==> src/rssu_pkg.sv <==
package rssu_pkg;
  // Register addresses
  localparam logic [6:0] RSSU_ADDR_START_CONFIG = 7'h02;
  localparam logic [6:0] RSSU_ADDR_PULSE_EXT = 7'h11;
  localparam logic [6:0] RSSU_ADDR_TRIG_DELAY = 7'h13;
  localparam logic [6:0] RSSU_ADDR_TARGET_POS = 7'h37;
  localparam logic [6:0] RSSU_ADDR_MAX_VEL = 7'h24;
  localparam logic [6:0] RSSU_ADDR_RAMP_PROFILE = 7'h20;
  localparam logic [6:0] RSSU_ADDR_STEP_SCALE = 7'h12;
  // Start configuration fields
  localparam int RSSU_DEFER_TARGET_BIT = 0;
  localparam int RSSU_DEFER_VEL_BIT = 1;
  localparam int RSSU_DEFER_MODE_BIT = 2;
  localparam int RSSU_DEFER_GEAR_BIT = 3;
  localparam int RSSU_DEFER_SHADOW_BIT = 4;
  localparam int RSSU_TRIG_LSB = 5;
  localparam int RSSU_TRIG_EXT_BIT = 5;
  localparam int RSSU_TRIG_TGT_BIT = 6;
  localparam int RSSU_TRIG_VEL_BIT = 7;
  localparam int RSSU_TRIG_CMP_BIT = 8;
  localparam int RSSU_POL_BIT = 9;
  localparam int RSSU_BYPASS_BIT = 10;
  // Reset values
  localparam logic [31:0] RSSU_RST_START_CONFIG = 32'h0000_0000;
  localparam logic [31:0] RSSU_RST_PULSE_EXT = 32'h0000_0000;
  localparam logic [31:0] RSSU_RST_TRIG_DELAY = 32'h0000_0000;
  localparam logic [31:0] RSSU_RST_DATA = 32'h0000_0000;
endpackage : rssu_pkg

==> src/rssu_sync_unit.sv <==
`timescale 1ns/100ps
// Behaviour
// - No deferral: writes apply at once
// - Defer bit 0 holds target until start
// - Defer bit 1 holds velocity until start
// - Defer bit 2 holds ramp mode until start
// - Defer bit 3 holds step_scaling_factor until start
// - Defer bit 4 loads shadow set on start
// - Deferral field bits 4:0, independent
// - Start follows trigger after delay cycles
// - Pin trigger delayed like internal ones
// - Bypass bit: pin trigger starts immediately
// - Pin triggers ignored during countdown unless bypass bit set
// - Polarity clear: pin active low
// - Polarity set: pin active high
// - Output pulse lasts extension plus one
// - Host data applied at datagram end
// - Target deferred and no new target: no ramp
// - Trigger field bits 8:5, zero disables
// - Source bits 1-3 pick internal events
// - Triggers are rising transitions only
module rssu_sync_unit #(
  parameter int DATA_W = 32
) (
  input wire logic clk_sys,
  input wire logic rst,
  input wire logic host_wr,
  input wire logic [6:0] host_addr,
  input wire logic [DATA_W-1:0] host_wdata,
  input wire logic [6:0] host_raddr,
  output logic [DATA_W-1:0] host_rdata,
  input wire logic target_reached_event,
  input wire logic velocity_reached_event,
  input wire logic compare_hit_event,
  input wire logic start_pin_in,
  output logic start_pin_out,
  output logic start_pin_oe,
  output logic [DATA_W-1:0] target_position,
  output logic [DATA_W-1:0] max_velocity,
  output logic [DATA_W-1:0] ramp_profile_select,
  output logic [DATA_W-1:0] step_scaling_factor,
  output logic shadow_load,
  output logic ramp_start,
  output logic internal_start
);
  import rssu_pkg::*;

  // Config fields reach bit 10
  if (DATA_W < 11) begin : g_width_check
    $error("DATA_W too small");
  end

  function automatic logic is_wr(input logic we, input logic [6:0] a, input logic [6:0] ref_a);
    is_wr = we && (a == ref_a);
  endfunction : is_wr

  ////////////////////////////////////////////////////////////////////////
  // Configuration registers
  logic [DATA_W-1:0] cfg_reg, cfg_next;
  logic [DATA_W-1:0] ext_reg, ext_next;
  logic [DATA_W-1:0] dly_reg, dly_next;
  logic [DATA_W-1:0] rdata_next;

  // host_wr is the end-of-datagram strobe; nothing moves mid-frame
  always_comb begin
    cfg_next = cfg_reg;
    ext_next = ext_reg;
    dly_next = dly_reg;
    if (is_wr(host_wr, host_addr, RSSU_ADDR_START_CONFIG)) cfg_next = host_wdata;
    if (is_wr(host_wr, host_addr, RSSU_ADDR_PULSE_EXT)) ext_next = host_wdata;
    if (is_wr(host_wr, host_addr, RSSU_ADDR_TRIG_DELAY)) dly_next = host_wdata;
  end

  always_ff @(posedge clk_sys or posedge rst) begin
    if (rst) begin
      cfg_reg <= DATA_W'(RSSU_RST_START_CONFIG);
      ext_reg <= DATA_W'(RSSU_RST_PULSE_EXT);
      dly_reg <= DATA_W'(RSSU_RST_TRIG_DELAY);
    end else begin
      cfg_reg <= cfg_next;
      ext_reg <= ext_next;
      dly_reg <= dly_next;
    end
  end

  logic [4:0] defer_en;
  logic [3:0] trig_src;
  logic pol_high;
  logic bypass;
  assign defer_en = cfg_reg[RSSU_DEFER_SHADOW_BIT:RSSU_DEFER_TARGET_BIT];
  assign trig_src = cfg_reg[RSSU_TRIG_CMP_BIT:RSSU_TRIG_LSB];
  assign pol_high = cfg_reg[RSSU_POL_BIT];
  assign bypass = cfg_reg[RSSU_BYPASS_BIT];

  ////////////////////////////////////////////////////////////////////////
  // Trigger detection
  logic tgt_d_reg, vel_d_reg, cmp_d_reg, pin_d_reg;
  logic pin_active, pin_prev_active;
  logic int_trig, ext_trig;

  // Active-level pin after polarity
  assign pin_active = pol_high ? start_pin_in : ~start_pin_in;
  // Raw pin history, so a polarity change alone is no edge
  assign pin_prev_active = pol_high ? pin_d_reg : ~pin_d_reg;

  always_ff @(posedge clk_sys or posedge rst) begin
    if (rst) begin
      tgt_d_reg <= 1'b0;
      vel_d_reg <= 1'b0;
      cmp_d_reg <= 1'b0;
      pin_d_reg <= 1'b1;
    end else begin
      tgt_d_reg <= target_reached_event;
      vel_d_reg <= velocity_reached_event;
      cmp_d_reg <= compare_hit_event;
      pin_d_reg <= start_pin_in;
    end
  end

  // Edges, not levels, so a held event fires once
  assign int_trig = (trig_src[1] && target_reached_event && !tgt_d_reg)
                 || (trig_src[2] && velocity_reached_event && !vel_d_reg)
                 || (trig_src[3] && compare_hit_event && !cmp_d_reg);
  // Own drive still on the pin right after a direction change is no trigger
  assign ext_trig = trig_src[0] && !start_pin_oe && pin_active && !pin_prev_active;

  ////////////////////////////////////////////////////////////////////////
  // Start delay
  logic dly_busy, dly_expire;
  logic dly_load, dly_clear;
  logic start_now;
  logic any_trig;

  assign any_trig = int_trig || ext_trig;
  // Countdown running blocks all new triggers except a pin trigger with bypass set
  assign dly_load = any_trig && !dly_busy && (dly_reg != '0) && !(ext_trig && bypass);
  assign dly_clear = ext_trig && bypass;

  always_comb begin
    start_now = 1'b0;
    if (trig_src == 4'h0) begin
      start_now = 1'b0;
    end else if (ext_trig && bypass) begin
      start_now = 1'b1;
    end else if (dly_expire) begin
      start_now = 1'b1;
    end else if (any_trig && !dly_busy && dly_reg == '0) begin
      start_now = 1'b1;
    end
  end

  rssu_counter #(.WIDTH(DATA_W)) u_delay (
    .clk_sys(clk_sys),
    .rst(rst),
    .load(dly_load),
    .load_value(dly_reg),
    .clear(dly_clear),
    .busy(dly_busy),
    .expire(dly_expire)
  );

  ////////////////////////////////////////////////////////////////////////
  // Deferred parameter updates
  logic [DATA_W-1:0] tgt_reg, tgt_next, tgt_pend_reg, tgt_pend_next;
  logic [DATA_W-1:0] vel_reg, vel_next, vel_pend_reg, vel_pend_next;
  logic [DATA_W-1:0] mode_reg, mode_next, mode_pend_reg, mode_pend_next;
  logic [DATA_W-1:0] gear_reg, gear_next, gear_pend_reg, gear_pend_next;
  logic [3:0] pend_reg, pend_next;
  logic shadow_next, ramp_next, start_next;

  always_comb begin
    tgt_next = tgt_reg;
    vel_next = vel_reg;
    mode_next = mode_reg;
    gear_next = gear_reg;
    tgt_pend_next = tgt_pend_reg;
    vel_pend_next = vel_pend_reg;
    mode_pend_next = mode_pend_reg;
    gear_pend_next = gear_pend_reg;
    pend_next = pend_reg;
    ramp_next = 1'b0;
    shadow_next = start_now && defer_en[RSSU_DEFER_SHADOW_BIT];
    start_next = start_now;
    // Start applies pending values first; same-cycle write lands after
    if (start_now) begin
      if (pend_reg[0]) tgt_next = tgt_pend_reg;
      if (pend_reg[1]) vel_next = vel_pend_reg;
      if (pend_reg[2]) mode_next = mode_pend_reg;
      if (pend_reg[3]) gear_next = gear_pend_reg;
      // Deferred target with nothing new: no ramp
      ramp_next = !defer_en[RSSU_DEFER_TARGET_BIT] || pend_reg[0];
      pend_next = 4'h0;
    end
    if (is_wr(host_wr, host_addr, RSSU_ADDR_TARGET_POS)) begin
      if (defer_en[RSSU_DEFER_TARGET_BIT]) begin
        tgt_pend_next = host_wdata;
        pend_next[0] = 1'b1;
      end else begin
        tgt_next = host_wdata;
      end
    end
    if (is_wr(host_wr, host_addr, RSSU_ADDR_MAX_VEL)) begin
      if (defer_en[RSSU_DEFER_VEL_BIT]) begin
        vel_pend_next = host_wdata;
        pend_next[1] = 1'b1;
      end else begin
        vel_next = host_wdata;
      end
    end
    if (is_wr(host_wr, host_addr, RSSU_ADDR_RAMP_PROFILE)) begin
      if (defer_en[RSSU_DEFER_MODE_BIT]) begin
        mode_pend_next = host_wdata;
        pend_next[2] = 1'b1;
      end else begin
        mode_next = host_wdata;
      end
    end
    if (is_wr(host_wr, host_addr, RSSU_ADDR_STEP_SCALE)) begin
      if (defer_en[RSSU_DEFER_GEAR_BIT]) begin
        gear_pend_next = host_wdata;
        pend_next[3] = 1'b1;
      end else begin
        gear_next = host_wdata;
      end
    end
  end

  always_ff @(posedge clk_sys or posedge rst) begin
    if (rst) begin
      tgt_reg <= DATA_W'(RSSU_RST_DATA);
      vel_reg <= DATA_W'(RSSU_RST_DATA);
      mode_reg <= DATA_W'(RSSU_RST_DATA);
      gear_reg <= DATA_W'(RSSU_RST_DATA);
      tgt_pend_reg <= DATA_W'(RSSU_RST_DATA);
      vel_pend_reg <= DATA_W'(RSSU_RST_DATA);
      mode_pend_reg <= DATA_W'(RSSU_RST_DATA);
      gear_pend_reg <= DATA_W'(RSSU_RST_DATA);
      pend_reg <= 4'h0;
      shadow_load <= 1'b0;
      ramp_start <= 1'b0;
      internal_start <= 1'b0;
    end else begin
      tgt_reg <= tgt_next;
      vel_reg <= vel_next;
      mode_reg <= mode_next;
      gear_reg <= gear_next;
      tgt_pend_reg <= tgt_pend_next;
      vel_pend_reg <= vel_pend_next;
      mode_pend_reg <= mode_pend_next;
      gear_pend_reg <= gear_pend_next;
      pend_reg <= pend_next;
      shadow_load <= shadow_next;
      ramp_start <= ramp_next;
      internal_start <= start_next;
    end
  end

  assign target_position = tgt_reg;
  assign max_velocity = vel_reg;
  assign ramp_profile_select = mode_reg;
  assign step_scaling_factor = gear_reg;

  ////////////////////////////////////////////////////////////////////////
  // Start pin output pulse
  logic [DATA_W-1:0] pulse_cnt_reg, pulse_cnt_next;
  logic pulse_on_reg, pulse_on_next;
  logic pin_out_next, pin_oe_next;

  always_comb begin
    pulse_cnt_next = pulse_cnt_reg;
    pulse_on_next = pulse_on_reg;
    if (start_now && !trig_src[0]) begin
      pulse_on_next = 1'b1;
      pulse_cnt_next = ext_reg;
    end else if (pulse_on_reg) begin
      if (pulse_cnt_reg == '0) begin
        pulse_on_next = 1'b0;
      end else begin
        pulse_cnt_next = pulse_cnt_reg - 1'b1;
      end
    end
    pin_oe_next = !trig_src[0];
    pin_out_next = pulse_on_next ? pol_high : ~pol_high;
    rdata_next = '0;
    case (host_raddr)
      RSSU_ADDR_START_CONFIG: rdata_next = cfg_reg;
      RSSU_ADDR_PULSE_EXT: rdata_next = ext_reg;
      RSSU_ADDR_TRIG_DELAY: rdata_next = dly_reg;
      RSSU_ADDR_TARGET_POS: rdata_next = tgt_reg;
      RSSU_ADDR_MAX_VEL: rdata_next = vel_reg;
      RSSU_ADDR_RAMP_PROFILE: rdata_next = mode_reg;
      RSSU_ADDR_STEP_SCALE: rdata_next = gear_reg;
      default: rdata_next = '0;
    endcase
  end

  always_ff @(posedge clk_sys or posedge rst) begin
    if (rst) begin
      pulse_cnt_reg <= '0;
      pulse_on_reg <= 1'b0;
      start_pin_out <= 1'b1;
      start_pin_oe <= 1'b0;
      host_rdata <= '0;
    end else begin
      pulse_cnt_reg <= pulse_cnt_next;
      pulse_on_reg <= pulse_on_next;
      start_pin_out <= pin_out_next;
      start_pin_oe <= pin_oe_next;
      host_rdata <= rdata_next;
    end
  end
endmodule : rssu_sync_unit

==> src/rssu_counter.sv <==
`timescale 1ns/100ps
// Loadable down counter; busy while nonzero
module rssu_counter #(
  parameter int WIDTH = 32
) (
  input wire logic clk_sys,
  input wire logic rst,
  input wire logic load,
  input wire logic [WIDTH-1:0] load_value,
  input wire logic clear,
  output logic busy,
  output logic expire
);
  logic [WIDTH-1:0] cnt_reg;
  logic [WIDTH-1:0] cnt_next;
  logic expire_next;

  always_comb begin
    cnt_next = cnt_reg;
    expire_next = 1'b0;
    if (clear) begin
      cnt_next = '0;
    end else if (load) begin
      cnt_next = load_value;
    end else if (cnt_reg != '0) begin
      cnt_next = cnt_reg - 1'b1;
      expire_next = (cnt_reg == {{(WIDTH-1){1'b0}}, 1'b1});
    end
  end

  always_ff @(posedge clk_sys or posedge rst) begin
    if (rst) begin
      cnt_reg <= '0;
    end else begin
      cnt_reg <= cnt_next;
    end
  end

  assign busy = (cnt_reg != '0);
  assign expire = expire_next;
endmodule : rssu_counter

==> config.mk <==
export PLATFORM = sky130hd
export DESIGN_NAME = rssu_sync_unit
export DESIGN_NICKNAME = d
export VERILOG_FILES = /design/src/rssu_pkg.sv /design/src/rssu_sync_unit.sv /design/src/rssu_counter.sv
export SDC_FILE = /design/constraint.sdc
export NUM_CORES = 1
export LEC_CHECK = 0
export ABC_AREA = 1
export CAP_MARGIN = 10
export CORE_MARGIN = 2
export CORE_UTILIZATION = 50
export DETAILED_ROUTE_END_ITERATION = 16
export DONT_BUFFER_PORTS = 1
export PLACE_DENSITY_LB_ADDON = 0.05
export SLEW_MARGIN = 20
export SYNTH_ARGS = -nofsm -noshare
export SYNTH_HDL_FRONTEND = slang
export SYNTH_HIERARCHICAL = 1
export SYNTH_SLANG_ARGS = --single-unit
==> constraint.sdc <==
create_clock -name clk_sys -period 14.5 [get_ports clk_sys]
set_input_delay 0.725 -clock clk_sys [delete_from_list [all_inputs] [get_ports clk_sys]]
set_output_delay 0.725 -clock clk_sys [all_outputs]
set_load 0.02 [all_outputs]
# == Yosys cells after proc, flatten, opt, wreduce, memory -nomap -nowiden ==
# Cells that the tools add are included.
# totals
ff_bits,462
in_bits,53
out_inout_bits,165
elab_cells,140
# classes
muxes,46
n_eq_ne,16
n_addsub,2
n_reduce_logical,48
bitwise,3
# op_table
operator,count
32-bit 2-to-1 mux,22
32-bit one-hot mux with 7 select lines,1
32-bit logical NOT,2
32-bit nonzero test,2
32-bit by 1-bit subtractor with 32-bit output (second input constant),2
7-bit by 5-bit equality test with 1-bit output (second input constant),6
7-bit by 6-bit equality test with 1-bit output (second input constant),6
32-bit by 1-bit equality test with 1-bit output (second input constant),1
1-bit logical AND,23
1-bit 2-to-1 mux,22
7-bit by 2-bit equality test with 1-bit output (second input constant),2
2-bit AND reduction,5
1-bit logical NOT,9
4-bit logical NOT,1
1-bit logical OR,4
4-bit 2-to-1 mux,1
1-bit NOT,3
3-bit nonzero test,1
2-bit != test (second input constant),1
2-bit nonzero test,1

# == Logic depth before layout (Yosys ltp) ==
# logic_depth
word_depth,16
ltp_mapped,22
mapped_depth_nobuf,19

# == Hierarchy ==
# Netlist, hierarchy kept.
# by_module_without_submodules
module,area_per_inst_um2,cells_each,n_inst
rssu_sync_unit,21319.2,2835,1
rssu_counter,2416.1,395,1

# == Least setup slack after synthesis ==
# No wires, ideal clock.
# synth_timing
kind,register -> register
from,register u_delay.cnt_reg[0]
to,"register gear_reg[13], in the netlist step_scaling_factor[13]"
arrival_time_ps,3069
t_required_ps,14382
path_stages_with_launch,21
setup_ps,118
slack_ps,11313
path_cell_list,dfrtp_1 > inv_1 > ha_1 > nand2_2 > nor2_4 > nand2_1 > nor2_1 > nand2_1 > a21oi_2 > nor3b_1 > nor2_1 > nand3_1 > nor4_1 > nor2_1 > nand2_2 > buf_6 > nand3_1 > clkbuf_1 > nand2_1 > nand3_1 > nand2_1
# synth_between
elab_chain_cells,13
word_cells_on_any_way,17
cone_classes,eq/ne: 1; mux: 10; reduce/logical: 6
# synth_lines
element,line,source
from (decl),rssu_counter.sv:14,logic [WIDTH-1:0] cnt_reg;
from (signal assigned),rssu_counter.sv:35,cnt_reg <= cnt_next;
32-bit nonzero test *,rssu_counter.sv:39,assign busy = (cnt_reg != '0);
net dly_busy,rssu_sync_unit.sv:129,"logic dly_busy, dly_expire;"
1-bit logical NOT *,rssu_sync_unit.sv:136,assign dly_load = any_trig && !dly_busy && (dly_reg != '0) && !(ext_trig && bypass);
1-bit logical AND * (3 in a row),rssu_sync_unit.sv:136,
net dly_load,rssu_sync_unit.sv:130,"logic dly_load, dly_clear;"
1-bit 2-to-1 mux *,rssu_counter.sv:23,end else if (load) begin
1-bit 2-to-1 mux *,rssu_counter.sv:21,if (clear) begin
net dly_expire,rssu_sync_unit.sv:129,
1-bit 2-to-1 mux *,rssu_sync_unit.sv:145,end else if (dly_expire) begin
1-bit 2-to-1 mux *,rssu_sync_unit.sv:143,end else if (ext_trig && bypass) begin
1-bit 2-to-1 mux *,rssu_sync_unit.sv:141,if (trig_src == 4'h0) begin
32-bit 2-to-1 mux *,rssu_sync_unit.sv:185,if (start_now) begin
32-bit 2-to-1 mux,rssu_sync_unit.sv:219,if (defer_en[RSSU_DEFER_GEAR_BIT]) begin
32-bit 2-to-1 mux *,rssu_sync_unit.sv:218,"if (is_wr(host_wr, host_addr, RSSU_ADDR_STEP_SCALE)) begin"
net gear_next[13],rssu_sync_unit.sv:167,"logic [DATA_W-1:0] gear_reg, gear_next, gear_pend_reg, gear_pend_next;"
to (signal assigned),rssu_sync_unit.sv:233,gear_reg <= DATA_W'(RSSU_RST_DATA);
to (signal assigned),rssu_sync_unit.sv:246,gear_reg <= gear_next;
to (decl),rssu_sync_unit.sv:167,
# The timed path passes the listed nets; every way through them passes the cells marked *.
# A chain may end at the register's enable or synchronous reset.

# == Final worst setup path ==
# layout_timing
from,register u_delay.cnt_reg[0]
to,"register gear_reg[19], in the netlist step_scaling_factor[19]"
# Same word-level chain as after synthesis.

==> results.txt <==
Synth area leader: dfrtp_1
Crit Path Category: register to register
Worst-path clk slew: 60 ps
Crit path required time: 15040 ps
Row count: 79
Die area: 49200 um2
Clock Path Buffers: 3
Per-cell routed wire length: 21.1 um
Final net count: 3187
Worst-margin pin slew: 1100 ps
CTS tree: yes
Total track usage: 32.5%
Cell variety after synth: 39
Met3 Usage GRT: 8.06%
Remaining global-route overflow: 0
Worst Hold Class: input pin to asynchronous set/reset pin
Clock Skew: 11.0 ps
Max-cap violations: 0
IO Port Bufs: 0
H-tree levels: 2
Worst vdd ir: 0.0912 mV
Share of synthesized flip-flops with an asynchronous set or reset: 100%
Leakage power: 12.7 nW
Post-CTS Hold Fix Bufs: 0
Yosys warns: 6
Largest net degree at the start of global routing: 119
Vias/cell: 5.65
Buffers inserted by post-CTS timing repair: 0
Layout cell share with drive strength beyond 1: 5.59%
CTS root buffer: clkbuf_16
Syn Area/Cell: 7.35 um2
Total core area: 46700 um2
Fin Setup TNS: 0 ps
Worst-Skew Late Latency: 610 ps
Top post-synthesis cells by area: dfrtp_1 (48%), nand2_1 (16%), nand3_1 (6.6%)
Routed WL: 79800 um
Initial antenna violation count: 1
Relative slew slack: 26.0%
Register bit total from synthesis: 462
Die width: 222 um
Register area share after synthesis: 48.7%
Endpoints failing setup: 0
TritonRoute pass-1 iters: 6
Dominant synthesized flop cell: dfrtp_1
CP startpoint kind: register
Period utilization: 33.2%
Post-detail-place hpwl: 54400 um
Synth top cells by count: nand2_1 (1032), dfrtp_1 (460), inv_1 (403)
Final Wtd Congestion: 0.918
Final Hold Vio Count: 0
Mapped Cells: 3230
Die height: 222 um
Pwr/cell area: 122 nW/um2
Minimum clock period: 4810 ps
Vias in the first global route: 19857
Status: completed
Clock buffer count from CTS: 52
Netlist Area Pre-Place: 23700 um2
Arrival @ worst endpoint: 5350 ps
Initial DRC count: 2188
RSZ-0062 raised after global routing: false
Most common cell in the netlist: nand2_1
Post-CTS sizing: 0
Ports: 218
Crit path capture type: register
Number of synthesized flops with an enable pin: 0
Area delta synth->final: 8.40%
Power Total: 0.00314 W
GR Util met1: 45.7%
Initial Util: 50.9%
Met2 usage: 49.5%
CP max FO: 83
Slew Viols, Final: 0
CTS sink count: 462
Fmax: 0.208 GHz
Share of the synthesized area in the top cell type: 48.5%
Post-Syn Nets: 3287
Final ANT Viol Nets: 0
DRC viols: 0
First-pass GRT wire length: 123000 um
Vias: 21348
GRT Max-Usage Layer: met2
## kinds of logic (layout without fill, tap and decap cells)
family / count (synthesis) / count (layout) / synth area share, %
simple gates: 1673 / 1673 / 29.6
other cells: 0 / 2 / 0
buf+inv: 596 / 535 / 9.88
fa+ha+maj: 4 / 4 / 0.211
compound gates: 466 / 466 / 10.6
flops: 462 / 462 / 48.7
xor+xnor: 29 / 29 / 1.07
## routing by layer
layer | share of wire [%] | wire length (um)
met4 | 3.0 | 2440
met5 | 0 | 0
met1 | 44 | 34800
met3 | 9.0 | 7150
met2 | 44 | 35400
## worst max-delay path, cell delays in order (launching register included)
cell	delay, ps
dfrtp_1	410
inv_1	60
ha_1	260
nand2_2	150
nor2_4	80
nand2_1	130
nor2_1	90
nand2_1	80
a21oi_2	40
nor3b_2	160
nor2_1	300
nand3_1	130
nor4_1	290
nor2_1	120
nand2_4	770
buf_4	690
nand3_1	540
nand2_1	180
nand3_1	90
nand2_1	70
## report_power, final
group / internal [W] / switching (W) / total, W
Clock: 0.000784 / 0.000557 / 0.00134
Sequential: 0.00137 / 0.000164 / 0.00153
Combinational: 0.0000742 / 0.000196 / 0.000270
Total: 0.00223 / 0.000917 / 0.00314
## metrics by stage
stage / setup slack (ps) / instances / util [%] / hold slack [ps] / area (um2)
floorplan: 1800 / 3230 / - / 449 / 23700
global placement: 9830 / 3683 / 51.4 / 466 / 24000
CTS: 9750 / 3776 / 55.1 / 88.5 / 25700
finish: 9690 / 3778 / 55.1 / 88.1 / 25700
detailed placement: 9760 / 3683 / 51.4 / 473 / 24000
global route: 9270 / 3776 / 55.1 / 96.9 / 25700
## final timing paths
check                                                    start                                end  slack [ps]  cells after the start
worst max register to register  u_delay/cnt_reg[0]$_DFFE_PP0P_  step_scaling_factor[19]$_DFF_PP0_        9690                     19
worst min register to register    tgt_pend_reg[28]$_DFFE_PP0P_       tgt_pend_reg[28]$_DFFE_PP0P_         480                      2
worst max-delay path            u_delay/cnt_reg[0]$_DFFE_PP0P_  step_scaling_factor[19]$_DFF_PP0_        9690                     19
min in group clk_sys                              start_pin_in                pin_d_reg$_DFF_PP1_         120                      0
worst min-delay path                                       rst             ext_reg[6]$_DFFE_PP0P_          90                      1
max in group asynchronous                                  rst  ramp_profile_select[25]$_DFF_PP0_       12130                      3
## layout by cell type, fill, tap and decap left out, types with 10 or more instances in the layout
cell       count
inv_1        400
nand4_1       66
a221oi_1      17
nand2_1     1031
o22ai_1       66
or2_2         17
nand3_1      310
nor2_1       205
dfrtp_1      460
o21ai_0      310
clkbuf_8      12
xnor2_1       14
buf_4         33
nor3_1        10
clkbuf_16     53
a21oi_1       56
xor2_1        15
clkinv_2      13
## final cells by class
class | instances | area (um2)
well taps | 607 | 759
multi-input cells | 2172 | 9880
clock inverters | 20 | 201
flip-flops and latches | 462 | 11600
clock buffers | 73 | 1520
diodes | 2 | 5.00
fillers | 4531 | 20900
inverters | 408 | 1540
repair buffers | 34 | 259
Note: power is estimated with default switching activity, not from simulation.
